## src/pkg/timer0_pkg.sv

```systemverilog
// Package with register map, field layout and prescaler constants for timer 0.
//
// Overview of operation
// Clock select picks stop, core, divided, pin edges.
// Prescaler reset bit self-clears, reads zero.
// Control bits seven to four read zero.
// Count pin synchronised to core clock first.
// Pin transitions spaced at least one period.
// Counter is eight-bit up, read and write.
// Written count resumes on next timer tick.
// Overflow flag in flag register, masked interrupt.
// Software makes count pin an input first.
// One prescaler feeds divided clocks; stop disables.
// Overflow flag set on wrap FF to 00.
package timer0_pkg;

    ////////////////////////////////////////////////////////////////////////////
    // Register byte addresses.
    localparam logic [11:0] ADDR_CONTROL = 12'h000;
    localparam logic [11:0] ADDR_COUNT   = 12'h004;
    localparam logic [11:0] ADDR_FLAG    = 12'h008;
    localparam logic [11:0] ADDR_MASK    = 12'h00C;

    // Field positions.
    localparam int PRESCALER_RESET_POS = 3;
    localparam int OVERFLOW_POS        = 0;

    // Reset values.
    localparam logic [7:0] COUNT_RESET  = 8'h00;
    localparam logic [2:0] SELECT_RESET = 3'h0;

    // Prescaler width and tap points for the divided selections.
    localparam int PRESCALER_WIDTH = 10;
    localparam logic [9:0] DIV8_MASK    = 10'h007;
    localparam logic [9:0] DIV64_MASK   = 10'h03F;
    localparam logic [9:0] DIV256_MASK  = 10'h0FF;
    localparam logic [9:0] DIV1024_MASK = 10'h3FF;

    // Clock select encodings.
    typedef enum logic [2:0] {
        SEL_STOP    = 3'h0,
        SEL_CORE    = 3'h1,
        SEL_DIV8    = 3'h2,
        SEL_DIV64   = 3'h3,
        SEL_DIV256  = 3'h4,
        SEL_DIV1024 = 3'h5,
        SEL_FALL    = 3'h6,
        SEL_RISE    = 3'h7
    } clock_select_t;

endpackage

```

## src/pkg/tick_if.sv

```systemverilog
// Interface carrying prescaler control and timer tick between modules.
interface tick_if;
    import timer0_pkg::*;
    logic          clear;
    clock_select_t select;
    logic          pin_sync;
    logic          tick;

    modport source (input clear, input select, input pin_sync, output tick);
    modport sink   (output clear, output select, output pin_sync, input tick);
endinterface

```

## src/rtl/timer0_tick_source.sv

```systemverilog
// Prescaler and clock source selection producing a one-cycle timer tick.
module timer0_tick_source
    import timer0_pkg::*;
(
    input  wire logic pclk,
    input  wire logic presetn,
    tick_if.source    tk
);
    logic [PRESCALER_WIDTH-1:0] prescale_reg;
    logic                       pin_last_reg;

    ////////////////////////////////////////////////////////////////////////////
    // One free prescaler from the core clock, cleared on request.
    always_ff @(posedge pclk or negedge presetn) begin
        if (!presetn) begin
            prescale_reg <= '0;
        end else if (tk.clear) begin
            prescale_reg <= '0;
        end else begin
            prescale_reg <= prescale_reg + 10'h001;
        end
    end

    // Previous synchronised pin level for edge detection.
    always_ff @(posedge pclk or negedge presetn) begin
        if (!presetn) begin
            pin_last_reg <= 1'b0;
        end else begin
            pin_last_reg <= tk.pin_sync;
        end
    end

    // Tick selection; a divided tick fires when its low bits are all ones.
    always_comb begin
        case (tk.select)
            SEL_STOP:    tk.tick = 1'b0;
            SEL_CORE:    tk.tick = 1'b1;
            SEL_DIV8:    tk.tick = &(prescale_reg | ~DIV8_MASK);
            SEL_DIV64:   tk.tick = &(prescale_reg | ~DIV64_MASK);
            SEL_DIV256:  tk.tick = &(prescale_reg | ~DIV256_MASK);
            SEL_DIV1024: tk.tick = &(prescale_reg | ~DIV1024_MASK);
            SEL_FALL:    tk.tick = pin_last_reg & ~tk.pin_sync;
            SEL_RISE:    tk.tick = ~pin_last_reg & tk.pin_sync;
            default:     tk.tick = 1'b0;
        endcase
    end
endmodule

```

## src/rtl/timer0_counter.sv

```systemverilog
// Timer 0 counter with APB registers, prescaler and overflow interrupt.
module timer0_counter
    import timer0_pkg::*;
(
    input  wire logic        pclk,
    input  wire logic        presetn,
    input  wire logic        psel,
    input  wire logic        penable,
    input  wire logic        pwrite,
    input  wire logic [11:0] paddr,
    input  wire logic [31:0] pwdata,
    output logic      [31:0] prdata,
    output logic             pready,
    output logic             pslverr,
    input  wire logic        external_count_pin,
    output logic             irq
);
    import timer0_pkg::*;

    tick_if tk ();

    clock_select_t select_reg;
    logic          clear_reg;
    logic [7:0]    count_reg;
    logic [7:0]    count_next;
    logic          flag_reg;
    logic          mask_reg;
    logic          pin_meta_reg;
    logic          pin_sync_reg;
    logic          wr_en;
    logic          rd_en;
    logic          mapped;
    logic          overflow;
    logic [31:0]   read_next;

    ////////////////////////////////////////////////////////////////////////////
    // Bus decode: zero-wait slave, access phase completes in one cycle.
    assign wr_en  = psel & penable & pwrite;
    assign rd_en  = psel & penable & ~pwrite;
    assign mapped = (paddr == ADDR_CONTROL) || (paddr == ADDR_COUNT) ||
                    (paddr == ADDR_FLAG) || (paddr == ADDR_MASK);

    // Ready and error are registered: high in the setup-following cycle.
    always_ff @(posedge pclk or negedge presetn) begin
        if (!presetn) begin
            pready  <= 1'b0;
            pslverr <= 1'b0;
        end else begin
            pready  <= psel & ~penable;
            pslverr <= psel & ~penable & ~mapped;
        end
    end

    ////////////////////////////////////////////////////////////////////////////
    // Two-flop synchroniser for the count pin.
    always_ff @(posedge pclk or negedge presetn) begin
        if (!presetn) begin
            pin_meta_reg <= 1'b0;
            pin_sync_reg <= 1'b0;
        end else begin
            pin_meta_reg <= external_count_pin;
            pin_sync_reg <= pin_meta_reg;
        end
    end

    assign tk.clear    = clear_reg;
    assign tk.select   = select_reg;
    assign tk.pin_sync = pin_sync_reg;

    // Prescaler and tick generation.
    timer0_tick_source u_tick (
        .pclk    (pclk),
        .presetn (presetn),
        .tk      (tk.source)
    );

    ////////////////////////////////////////////////////////////////////////////
    // Control register: clock select stored, prescaler reset pulses once.
    always_ff @(posedge pclk or negedge presetn) begin
        if (!presetn) begin
            select_reg <= clock_select_t'(SELECT_RESET);
            clear_reg  <= 1'b0;
        end else begin
            clear_reg <= 1'b0;
            if (wr_en && pready && paddr == ADDR_CONTROL) begin
                select_reg <= clock_select_t'(pwdata[2:0]);
                clear_reg  <= pwdata[PRESCALER_RESET_POS];
            end
        end
    end

    ////////////////////////////////////////////////////////////////////////////
    // Counter: a write loads the value, later ticks count up from it.
    always_comb begin
        count_next = count_reg;
        overflow   = 1'b0;
        if (wr_en && pready && paddr == ADDR_COUNT) begin
            count_next = pwdata[7:0];
        end else if (tk.tick) begin
            count_next = count_reg + 8'h01;
            overflow   = (count_reg == 8'hFF);
        end
    end

    always_ff @(posedge pclk or negedge presetn) begin
        if (!presetn) begin
            count_reg <= COUNT_RESET;
        end else begin
            count_reg <= count_next;
        end
    end

    ////////////////////////////////////////////////////////////////////////////
    // Overflow flag: write one clears, a new overflow wins over the clear.
    always_ff @(posedge pclk or negedge presetn) begin
        if (!presetn) begin
            flag_reg <= 1'b0;
        end else if (overflow) begin
            flag_reg <= 1'b1;
        end else if (wr_en && pready && paddr == ADDR_FLAG && pwdata[OVERFLOW_POS]) begin
            flag_reg <= 1'b0;
        end
    end

    // Interrupt mask register.
    always_ff @(posedge pclk or negedge presetn) begin
        if (!presetn) begin
            mask_reg <= 1'b0;
        end else if (wr_en && pready && paddr == ADDR_MASK) begin
            mask_reg <= pwdata[OVERFLOW_POS];
        end
    end

    // Level interrupt, registered from the current flag and mask, so it lags by one cycle.
    always_ff @(posedge pclk or negedge presetn) begin
        if (!presetn) begin
            irq <= 1'b0;
        end else begin
            irq <= flag_reg & mask_reg;
        end
    end

    ////////////////////////////////////////////////////////////////////////////
    // Read data mux; reserved and self-clearing bits read zero.
    always_comb begin
        read_next = 32'h00000000;
        case (paddr)
            ADDR_CONTROL: read_next = {29'h0, select_reg};
            ADDR_COUNT:   read_next = {24'h0, count_reg};
            ADDR_FLAG:    read_next = {31'h0, flag_reg};
            ADDR_MASK:    read_next = {31'h0, mask_reg};
            default:      read_next = 32'h00000000;
        endcase
    end

    always_ff @(posedge pclk or negedge presetn) begin
        if (!presetn) begin
            prdata <= 32'h00000000;
        end else if (psel && !penable && !pwrite) begin
            prdata <= read_next;
        end
    end
endmodule

```

## config.mk

```make
export PLATFORM = sky130hd
export DESIGN_NAME = timer0_counter
export DESIGN_NICKNAME = d
export VERILOG_FILES = /design/src/pkg/timer0_pkg.sv /design/src/pkg/tick_if.sv /design/src/rtl/timer0_tick_source.sv /design/src/rtl/timer0_counter.sv
export SDC_FILE = /design/constraint.sdc
export NUM_CORES = 1
export LEC_CHECK = 0
export ABC_AREA = 1
export BUFFER_PORTS_ARGS = -buffer_cell sky130_fd_sc_hd__buf_4
export CORE_UTILIZATION = 40
export CTS_BUF_LIST = sky130_fd_sc_hd__clkbuf_4 sky130_fd_sc_hd__clkbuf_8 sky130_fd_sc_hd__clkbuf_16
export CTS_CLUSTER_SIZE = 16
export DETAILED_ROUTE_END_ITERATION = 7
export PLACE_DENSITY = 0.68
export SLEW_MARGIN = 20
export SYNTH_ARGS = -nofsm -noshare
export SYNTH_HDL_FRONTEND = slang
export SYNTH_HIERARCHICAL = 1
export SYNTH_SLANG_ARGS = --single-unit
```

## constraint.sdc

```tcl
create_clock -name pclk -period 1.98 [get_ports pclk]
set_input_delay 0.099 -clock pclk [delete_from_list [all_inputs] [get_ports pclk]]
set_output_delay 0.099 -clock pclk [all_outputs]
set_load 0.005 [all_outputs]
```

==> key figures, run 1 <==
Logic synthesis
  • Syn Inst Count: around 290
  • Yosys top cell by area: dfrtp_1
  • Synth area leaders: dfrtp_1 (43%), nand2_1 (13%), buf_4 (8.2%)
  • Yosys cell types: 28
  • Synth top area share: a little over two fifths
  • Register area share after synthesis: 43.45%
  • Synth warnings: 6
  • Avg Inst Size Synth: 7.652 um2
  • Flops & latches, synth: 38
  • Post-synthesis instance area: between 2000 and 2500 um2

Setup path
  • Worst setup path start: u_tick/prescale_reg[0]
  • Endpoint type of the worst setup path: flop
  • CP max stage cell: dfrtp_1
  • Critical Path RT: ~2200 ps
  • Critical path launch point type: flop
  • Crit path cell chain: ha_2, ha_1, nand2_1, a21oi_1, nand2_1, nand4_1, buf_4, nand3_1, nand3_1, o21ai_1, nor2_1
  • Crit path DAT: 2010 ps
  • Crit path max fanout: 4
  • WS Path Type: flop to flop
  • CP max stage delay: 400 ps
  • Reg2reg start: u_tick/prescale_reg[0]

Placed design
  • HPWL after DPL: between 3 and 4 mm
  • Port Buffers: 36
  • Placed Cells: 390
  • RePlAce Congestion: 0.8405

Floorplan
  • Die width: 75.97 um
  • Io pins: 85
  • Area of the die: between 5000 and 6000 um2
  • Initial Utilization: 42.31%
  • Row count: 26
  • Core box area: 5172 um2
  • Die height: 75.97 um

Global routing
  • GR Util All Layers: 16.22%
  • Pin count of the biggest net entering global routing: 39
  • Met1 usage: 21.86%
  • Busiest grt layer: met2
  • First-pass GRT wire length: around 7.5 mm
  • Initial antenna violation count: 0
  • Met3 GRT Util: 4.217%
  • Vias in the first global route: approximately 1700
  • Met2 Use GR: approximately a quarter
  • GR Overflow Total: 0

Drt
  • Final wirelength: roughly 4.2 mm
  • Via count: 1832
  • Vias per inst: ~4.6
  • Initial DRT Pass Iterations: 4
  • First DRT Iteration DRCs: 117
  • DRC Markers: 0
  • DRT antenna net count: 0
  • Routed len/inst: 10.38 um

STA
  • Slew Limit Fails: 0
  • Fin. Hold Viols: 0
  • Hold Worst Slack: around 28 ps
  • Tmin final: roughly 1800 ps
  • Setup tns final: 0 ps
  • RSZ-0062 raised after global routing: no
  • Setup-failing EPs final: 0
  • Fmax: approximately 550 MHz
  • Final Cycle Share: 92.31%
  • Setup Skew: 0.5201 ps

Pwr
  • Switching pwr: 0.0003556 W
  • Comb pwr share: 8.5%
  • Internal power: 0.001145 W
  • PwrDens: 581.5 nW/um2
  • Sw Ratio: a little under a quarter
  • Clock power frac: 37.3%
  • Leak: 1.387 nW
  • Reg power frac: roughly 54%
  • Max IR drop VDD: ~0.36 mV

CTS
  • CTS sink cnt: 38
  • Num CTS Buffers: 5
  • TritonCTS clock tree: done
  • Clock Pin Slew Worst Setup and Hold Paths: 70 ps
  • Clock root cell: clkbuf_8
  • Clock Path Buffers: 2
  • H-tree depth: 2
  • Clock Latency Late Sink: ~290 ps

Hold path
  • HP Class: input port to flop
  • Min-Delay Startpoint: pwdata[2]

Finish
  • Commonest cells after routing, fill and taps aside: nand2_1 (78), buf_4 (39), dfrtp_1 (38)
  • Filler cell count: just over 500
  • NumNets Final: 384
  • Layout cell share with drive strength beyond 1: 18.67%
  • Ant diodes: 0
  • Finished Layout Cells: 402
  • Synth-to-layout area growth: 17.90%
  • Largest register FFs: 10
  • Most common library cell in the layout ignoring fill and taps: nand2_1

Run
  • Max Cap Viol: 0

Run status
  • Status: finished, final reports clean
==> power groups by stage <==
| stage | clock network (W) | registers (W) | logic, W |
|---|---|---|---|
| after floorplan | 0 | 0.000823 | 0.0000877 |
| after global placement | 0 | 0.000826 | 0.000122 |
| after detailed placement | 0 | 0.000827 | 0.000124 |
| after CTS | 0.000579 | 0.000812 | 0.000129 |
| after global routing | 0.000615 | 0.000815 | 0.000148 |
| final | 0.000560 | 0.000812 | 0.000128 |
==> Yosys cell counts <==
cell,count
nor3_2,1
dfrtp_1,38
inv_2,2
buf_2,1
a21boi_0,1
o21ai_1,2
buf_4,24
o21bai_1,1
nor2_1,30
inv_1,34
ha_1,3
nand3_2,1
nand2_2,3
conb_1,1
nor2_2,2
o21bai_2,1
xnor2_1,1
nor2_4,2
o21ai_0,9
nand4_1,4
buf_6,2
nor3b_1,1
a21oi_1,5
nand3_1,27
o31ai_1,5
nor3_1,2
xor2_1,5
nand2_1,78
==> metal layers <==
layer,share of wire (%),vias up
li1,-,943
met1,47,810
met2,44,74
met3,7.6,5
met4,1.8,0
met5,0,-
==> final cells by class <==
class | count | area [um2] | share of cell area (%)
tap | 70 | 87.58 | 3.395
timing repair buffer | 42 | 322.8 | 12.51
clock inverter | 1 | 5.005 | 0.1940
inverter | 36 | 135.1 | 5.238
multi-input combinational | 208 | 988.4 | 38.31
clock buffer | 7 | 90.09 | 3.492
sequential | 38 | 950.9 | 36.86
==> final timing paths <==
path	to	slack, ps	depth (start not counted)
setup / recovery	count_reg[6]	150	11
hold reg to reg	pin_sync_reg	360	0
setup reg to reg	count_reg[6]	150	11
max in group asynchronous	u_tick/prescale_reg[6]	1340	2
hold / removal	select_reg[2]	30	3
min in group asynchronous	count_reg[5]	300	2
==> logic make-up (layout without fill, tap and decap cells) <==
family | count (synthesis) | count (layout) | synth area share (%)
AOI/OAI and AO/OA | 24 | 24 | 6.575
xor gates and xnor gates | 6 | 6 | 2.401
adders and majority gates | 3 | 3 | 1.715
buffers and inverters | 63 | 86 | 15.67
DFF | 38 | 38 | 43.45
other | 1 | 24 | 0.1714
and+or+nand+nor | 151 | 151 | 30.02
==> critical path, delay by kind of cell (launching register included) <==
kind | cells | cell delay (ps)
AOI/OAI and AO/OA | 2 | 150
DFF | 1 | 400
and+or+nand+nor | 6 | 550
buffers and inverters | 1 | 230
adders and majority gates | 2 | 380
==> repair_timing <==
item                                    4_1_cts  5_1_grt
hold endpoints to repair                     40        0
hold buffers                                  3        0
endpoints found under the setup margin        0        7
resized for setup                             0        3
setup buffers                                 0        1
==> metrics by stage <==
step	utilization [%]	cell area (um2)	power [W]	worst slack (ps)
floorplan	-	2275	0.0009107	377.6
global placement	47.17	2440	0.0009480	108.3
detailed placement	47.17	2440	0.0009514	103.7
CTS	49.59	2565	0.001520	80.97
global route	49.88	2580	0.001579	2.289
finish	49.88	2580	0.001500	152.3
(Power assumes the default switching activity.)
==> inputs of run 2 (changes only) <==
CORE_UTILIZATION = 49   (was 40)
PLACE_DENSITY = 0.8   (was 0.68)
==> key figures, run 2 (synthesized netlist as in run 1, its figures left out) <==
STA
  • Hold Worst Slack: 33.27 ps
  • Setup tns final: 0 ps
  • Slew Limit Fails: 0
  • PnR worst setup slack: 175.2 ps
  • Tmin final: 1805 ps
  • Setup-failing EPs final: 0
  • RSZ-0062 raised after global routing: no
  • Final Cycle Share: ~91%
  • Fmax: around 550 MHz
  • Setup Skew: 7.743 ps
  • Fin. Hold Viols: 0

Pwr
  • Max IR drop VDD: 0.4262 mV
  • Leak: 1.388 nW
  • PwrDens: 582.8 nW/um2

CTS
  • TritonCTS clock tree: done
  • Clock Latency Late Sink: 290 ps
  • Cts repair resizes: 0
  • H-tree depth: 2
  • Clock Pin Slew Worst Setup and Hold Paths: ~70 ps
  • Num CTS Buffers: 5
  • Clock Path Buffers: 2
  • CTS sink cnt: 38
  • Clock root cell: clkbuf_8

Setup path
  • Endpoint type of the worst setup path: flop
  • WS Path Type: flop to flop
  • CP max stage cell: dfrtp_1
  • Crit path max fanout: 5
  • Worst reg2reg path depth: 10
  • Crit path cell chain: ha_1, nand3_1, inv_1, nand4_1, nand4_1, buf_4, xnor2_1, nand2_1, o21ai_0, inv_1
  • Critical path launch point type: flop
  • Critical Path RT: 2150 ps
  • Crit path DAT: 1980 ps
  • CP max stage delay: 400 ps

Drt
  • Final wirelength: ~4 mm
  • Routed len/inst: 10.60 um
  • Via count: 1823
  • First DRT Iteration DRCs: 127
  • DRT antenna net count: 0
  • Initial DRT Pass Iterations: 5
  • DRC Markers: 0
  • Vias per inst: 4.772

Floorplan
  • Row count: 23
  • Area of the die: around 4700 um2
  • Initial Utilization: between 50% and 60%
  • Io pins: 85
  • Core box area: between 4000 and 5000 um2
  • Die width: 68.83 um
  • Die height: 68.83 um

Finish
  • Finished Core Util: around three fifths
  • NumNets Final: roughly 380
  • Layout cell share with drive strength beyond 1: 17.77%
  • Commonest cells after routing, fill and taps aside: nand2_1 (78), buf_4 (39), dfrtp_1 (38)
  • Ant diodes: 0
  • Reg area: 950.9 um2
  • Synth-to-layout area growth: 16.41%
  • Filler cell count: roughly 380
  • Post-layout instance area: 2547 um2
  • Largest register FFs: 10
  • Most common library cell in the layout ignoring fill and taps: nand2_1
  • Area of the multi-input gates: between 900 and 1000 um2

Placed design
  • Pre-CTS setup slack: 70.46 ps
  • RePlAce Congestion: 0.8173
  • Port Buffers: 36
  • Placed Area: between 2000 and 2500 um2
  • HPWL after DPL: 2.982 mm

Global routing
  • Vias in the first global route: 1554
  • Pin count of the biggest net entering global routing: 39
  • First-pass GRT wire length: 6.672 mm
  • GR Util All Layers: about a fifth
  • Initial antenna violation count: 0
  • GR Overflow Total: 0

Hold path
  • HP Class: input port to flop
  • WHS Path Cells: 3

Run
  • Max Cap Viol: 0

Run status
  • Status: finished, final reports clean
[run 2: worst max-delay path, delay by kind of cell (launching register included)]
family	cells	cell delay (ps)
adders and majority gates	1	230
AOI/OAI and AO/OA	1	80
buffers and inverters	3	370
and+or+nand+nor	4	500
xor gates and xnor gates	1	130
DFF	1	400
[run 2: report_power, final]
part / switching (W) / internal [W] / total, W
combinational: 0.0000740 / 0.0000560 / 0.000130
sequential: 0.0000176 / 0.000795 / 0.000812
clock: 0.000248 / 0.000294 / 0.000542
total: 0.000340 / 0.00114 / 0.00148
[run 2: layer usage]
layer / vias to the layer above / GRT usage, % / wire length (um)
met1: 816 / 25.55 / 1820
met4: 0 / 6.888 / 59
met5: - / 0 / 0
li1: 933 / - / -
met2: 67 / 31.25 / 1881
met3: 7 / 5.099 / 287
[run 2: final cells by class]
cell class	count	area share, %
clock buffers	7	3.536
clock inverters	1	0.1965
inverters	36	5.305
multi-input cells	208	38.51
flip-flops and latches	38	37.33
well taps	50	2.456
repair buffers	42	12.67
[run 2: path summary, 6_finish.rpt]
path	startpoint	endpoint	slack, ps
max	u_tick/prescale_reg[0]	count_reg[0]	180
max reg2reg	u_tick/prescale_reg[0]	count_reg[0]	180
min reg2reg	pin_meta_reg	pin_sync_reg	360
max in group asynchronous	presetn	count_reg[7]	1330
min	pwdata[2]	select_reg[2]	30
min in group asynchronous	presetn	u_tick/prescale_reg[3]	310
[run 2: per-stage QoR]
stage	cells	total power (W)
floorplan	309	0.0009107
global placement	370	0.0009467
detailed placement	370	0.0009503
CTS	381	0.001506
global route	382	0.001559
finish	382	0.001485
[run 2: repair_timing]
item	in CTS	in global routing
buffers inserted	0	1
hold buffers	3	0
setup endpoints to repair	0	6
endpoints found under the hold margin	40	0
==> inputs of run 3 (changes only) <==
PLACE_DENSITY = 0.77   (was 0.8)
==> key figures, run 3 (synthesized netlist as in run 1, its figures left out) <==
STA
  • Setup-failing EPs final: 0
  • Final Cycle Share: 92.32%
  • Fin. Hold Viols: 0
  • Setup Skew: 3.098 ps
  • PnR worst setup slack: 152.0 ps
  • Tmin final: between 1500 and 2000 ps
  • Slew Limit Fails: 0
  • Fmax: around 550 MHz

Finish
  • Ant diodes: 0
  • NumNets Final: 387
  • Filler cell count: 390
  • Synth-to-layout area growth: 19.95%
  • Largest register FFs: 10
  • Reg area: about 950 um2
  • Most common library cell in the layout ignoring fill and taps: nand2_1
  • Finished Core Util: between 60% and 70%
  • Area of the multi-input gates: 988.4 um2
  • Layout cell share with drive strength beyond 1: 19.40%
  • Commonest cells after routing, fill and taps aside: nand2_1 (78), buf_4 (42), dfrtp_1 (38)

Setup path
  • Crit path max fanout: 4
  • Worst setup path start: u_tick/prescale_reg[0]
  • Crit path buffers/inverters: 2
  • Critical Path RT: 2160 ps
  • Endpoint type of the worst setup path: flop
  • Critical path launch point type: flop
  • Most frequent CP cell: nand2_1
  • CP max stage delay: 400 ps
  • Reg2reg start: u_tick/prescale_reg[0]
  • WS Path Type: flop to flop
  • Crit path DAT: 2010 ps
  • Family with the most delay on the worst path: flip-flops
  • Crit path cell chain: ha_2, ha_1, nand2_1, a21oi_1, nand2_1, nand4_1, buf_4, xnor2_1, nand2_1, o21ai_0, inv_1
  • R2r setup slk: approximately 150 ps
  • CP max stage cell: dfrtp_1

Run
  • Max Cap Viol: 0

CTS
  • Clock Pin Slew Worst Setup and Hold Paths: 70 ps
  • Clock Path Buffers: 2
  • TritonCTS clock tree: done
  • Clock Latency Late Sink: about 290 ps
  • CTS sink cnt: 38
  • H-tree depth: 2
  • Clock root cell: clkbuf_8
  • Num CTS Buffers: 5

Pwr
  • Clock power frac: 46.3%
  • Internal power: 0.001387 W
  • Sw Ratio: 20.64%
  • Reg power frac: 46.5%
  • Comb pwr share: 7.2%
  • Max IR drop VDD: 0.4659 mV
  • PwrDens: 666.0 nW/um2
  • Leak: ~1.4 nW
  • Switching pwr: 0.0003609 W

Drt
  • Via count: 1898
  • First DRT Iteration DRCs: 96
  • Initial DRT Pass Iterations: 4
  • Routed len/inst: around 11 um
  • DRT antenna net count: 0
  • DRC Markers: 0
  • Vias per inst: just under 5
  • Final wirelength: 4.317 mm

Floorplan
  • Die width: 68.83 um
  • Die height: 68.83 um
  • Area of the die: ~4700 um2
  • Io pins: 85
  • Row count: 23
  • Core box area: 4144 um2
  • Initial Utilization: 52.81%

Placed design
  • RePlAce Congestion: 0.7895
  • Port Buffers: 36
  • HPWL after DPL: 3.169 mm
  • Pre-CTS setup slack: 83.21 ps

Global routing
  • Vias in the first global route: 1576
  • Pin count of the biggest net entering global routing: 39
  • GR Overflow Total: 0
  • First-pass GRT wire length: about 7 mm
  • Initial antenna violation count: 0
  • GR Util All Layers: 20.22%

Hold path
  • Min-Delay Startpoint: pwdata[2]
  • HP Class: input port to flop

Run status
  • Status: finished, final reports clean
-- run 3: layer usage --
metal / share of wire [%] / track usage [%]
met1: 45 / 25.81
met2: 47 / 32.11
met3: 7.1 / 6.250
met4: 1.3 / 7.653
met5: 0 / 0
-- run 3: metrics by stage --
stage	setup TNS [ps]	instance area [um2]	cells	hold WS, ps	power (W)
3_5_place_dp	0	2415	370	95.25	0.0009502
6_report	0	2625	385	28.64	0.001748
5_1_grt	-9.833	2625	385	32.46	0.001815
3_3_place_gp	0	2415	370	94.99	0.0009468
2_1_floorplan	0	2275	309	-196.6	0.0009107
4_1_cts	0	2587	381	18.02	0.001761
-- run 3: area by class of cell --
type | instances | area share, %
flip-flops and latches | 38 | 36.22
clock inverters | 2 | 2.288
repair buffers | 45 | 13.16
well taps | 50 | 2.383
inverters | 36 | 5.148
clock buffers | 6 | 3.146
multi-input cells | 208 | 37.65
-- run 3: worst paths after layout --
kind	cells after the start	endpoint
hold / removal	3	select_reg[2]
min in group asynchronous	2	u_tick/prescale_reg[6]
setup reg to reg	11	count_reg[0]
max in group asynchronous	2	count_reg[7]
hold reg to reg	0	pin_sync_reg
setup / recovery	11	count_reg[0]
-- run 3: power by group through the flow --
| stage | combinational [W] | sequential (W) | clock, W |
|---|---|---|---|
| 6_report | 0.000127 | 0.000813 | 0.000809 |
| 5_1_grt | 0.000146 | 0.000816 | 0.000854 |
| 4_1_cts | 0.000127 | 0.000812 | 0.000822 |
| 3_5_place_dp | 0.000123 | 0.000827 | 0 |
| 3_3_place_gp | 0.000121 | 0.000826 | 0 |
| 2_1_floorplan | 0.0000877 | 0.000823 | 0 |
-- run 3: worst min-delay path: stages --
cell and delay [ps]:
buf_4 90, nand2_1 50, nand2_1 50
-- run 3: what timing repair did --
action | in CTS | in global routing
gates resized for setup | 0 | 3
hold buffers | 3 | 0
buffers inserted | 0 | 4
endpoints found under the setup margin | 0 | 7
endpoints found under the hold margin | 40 | 0
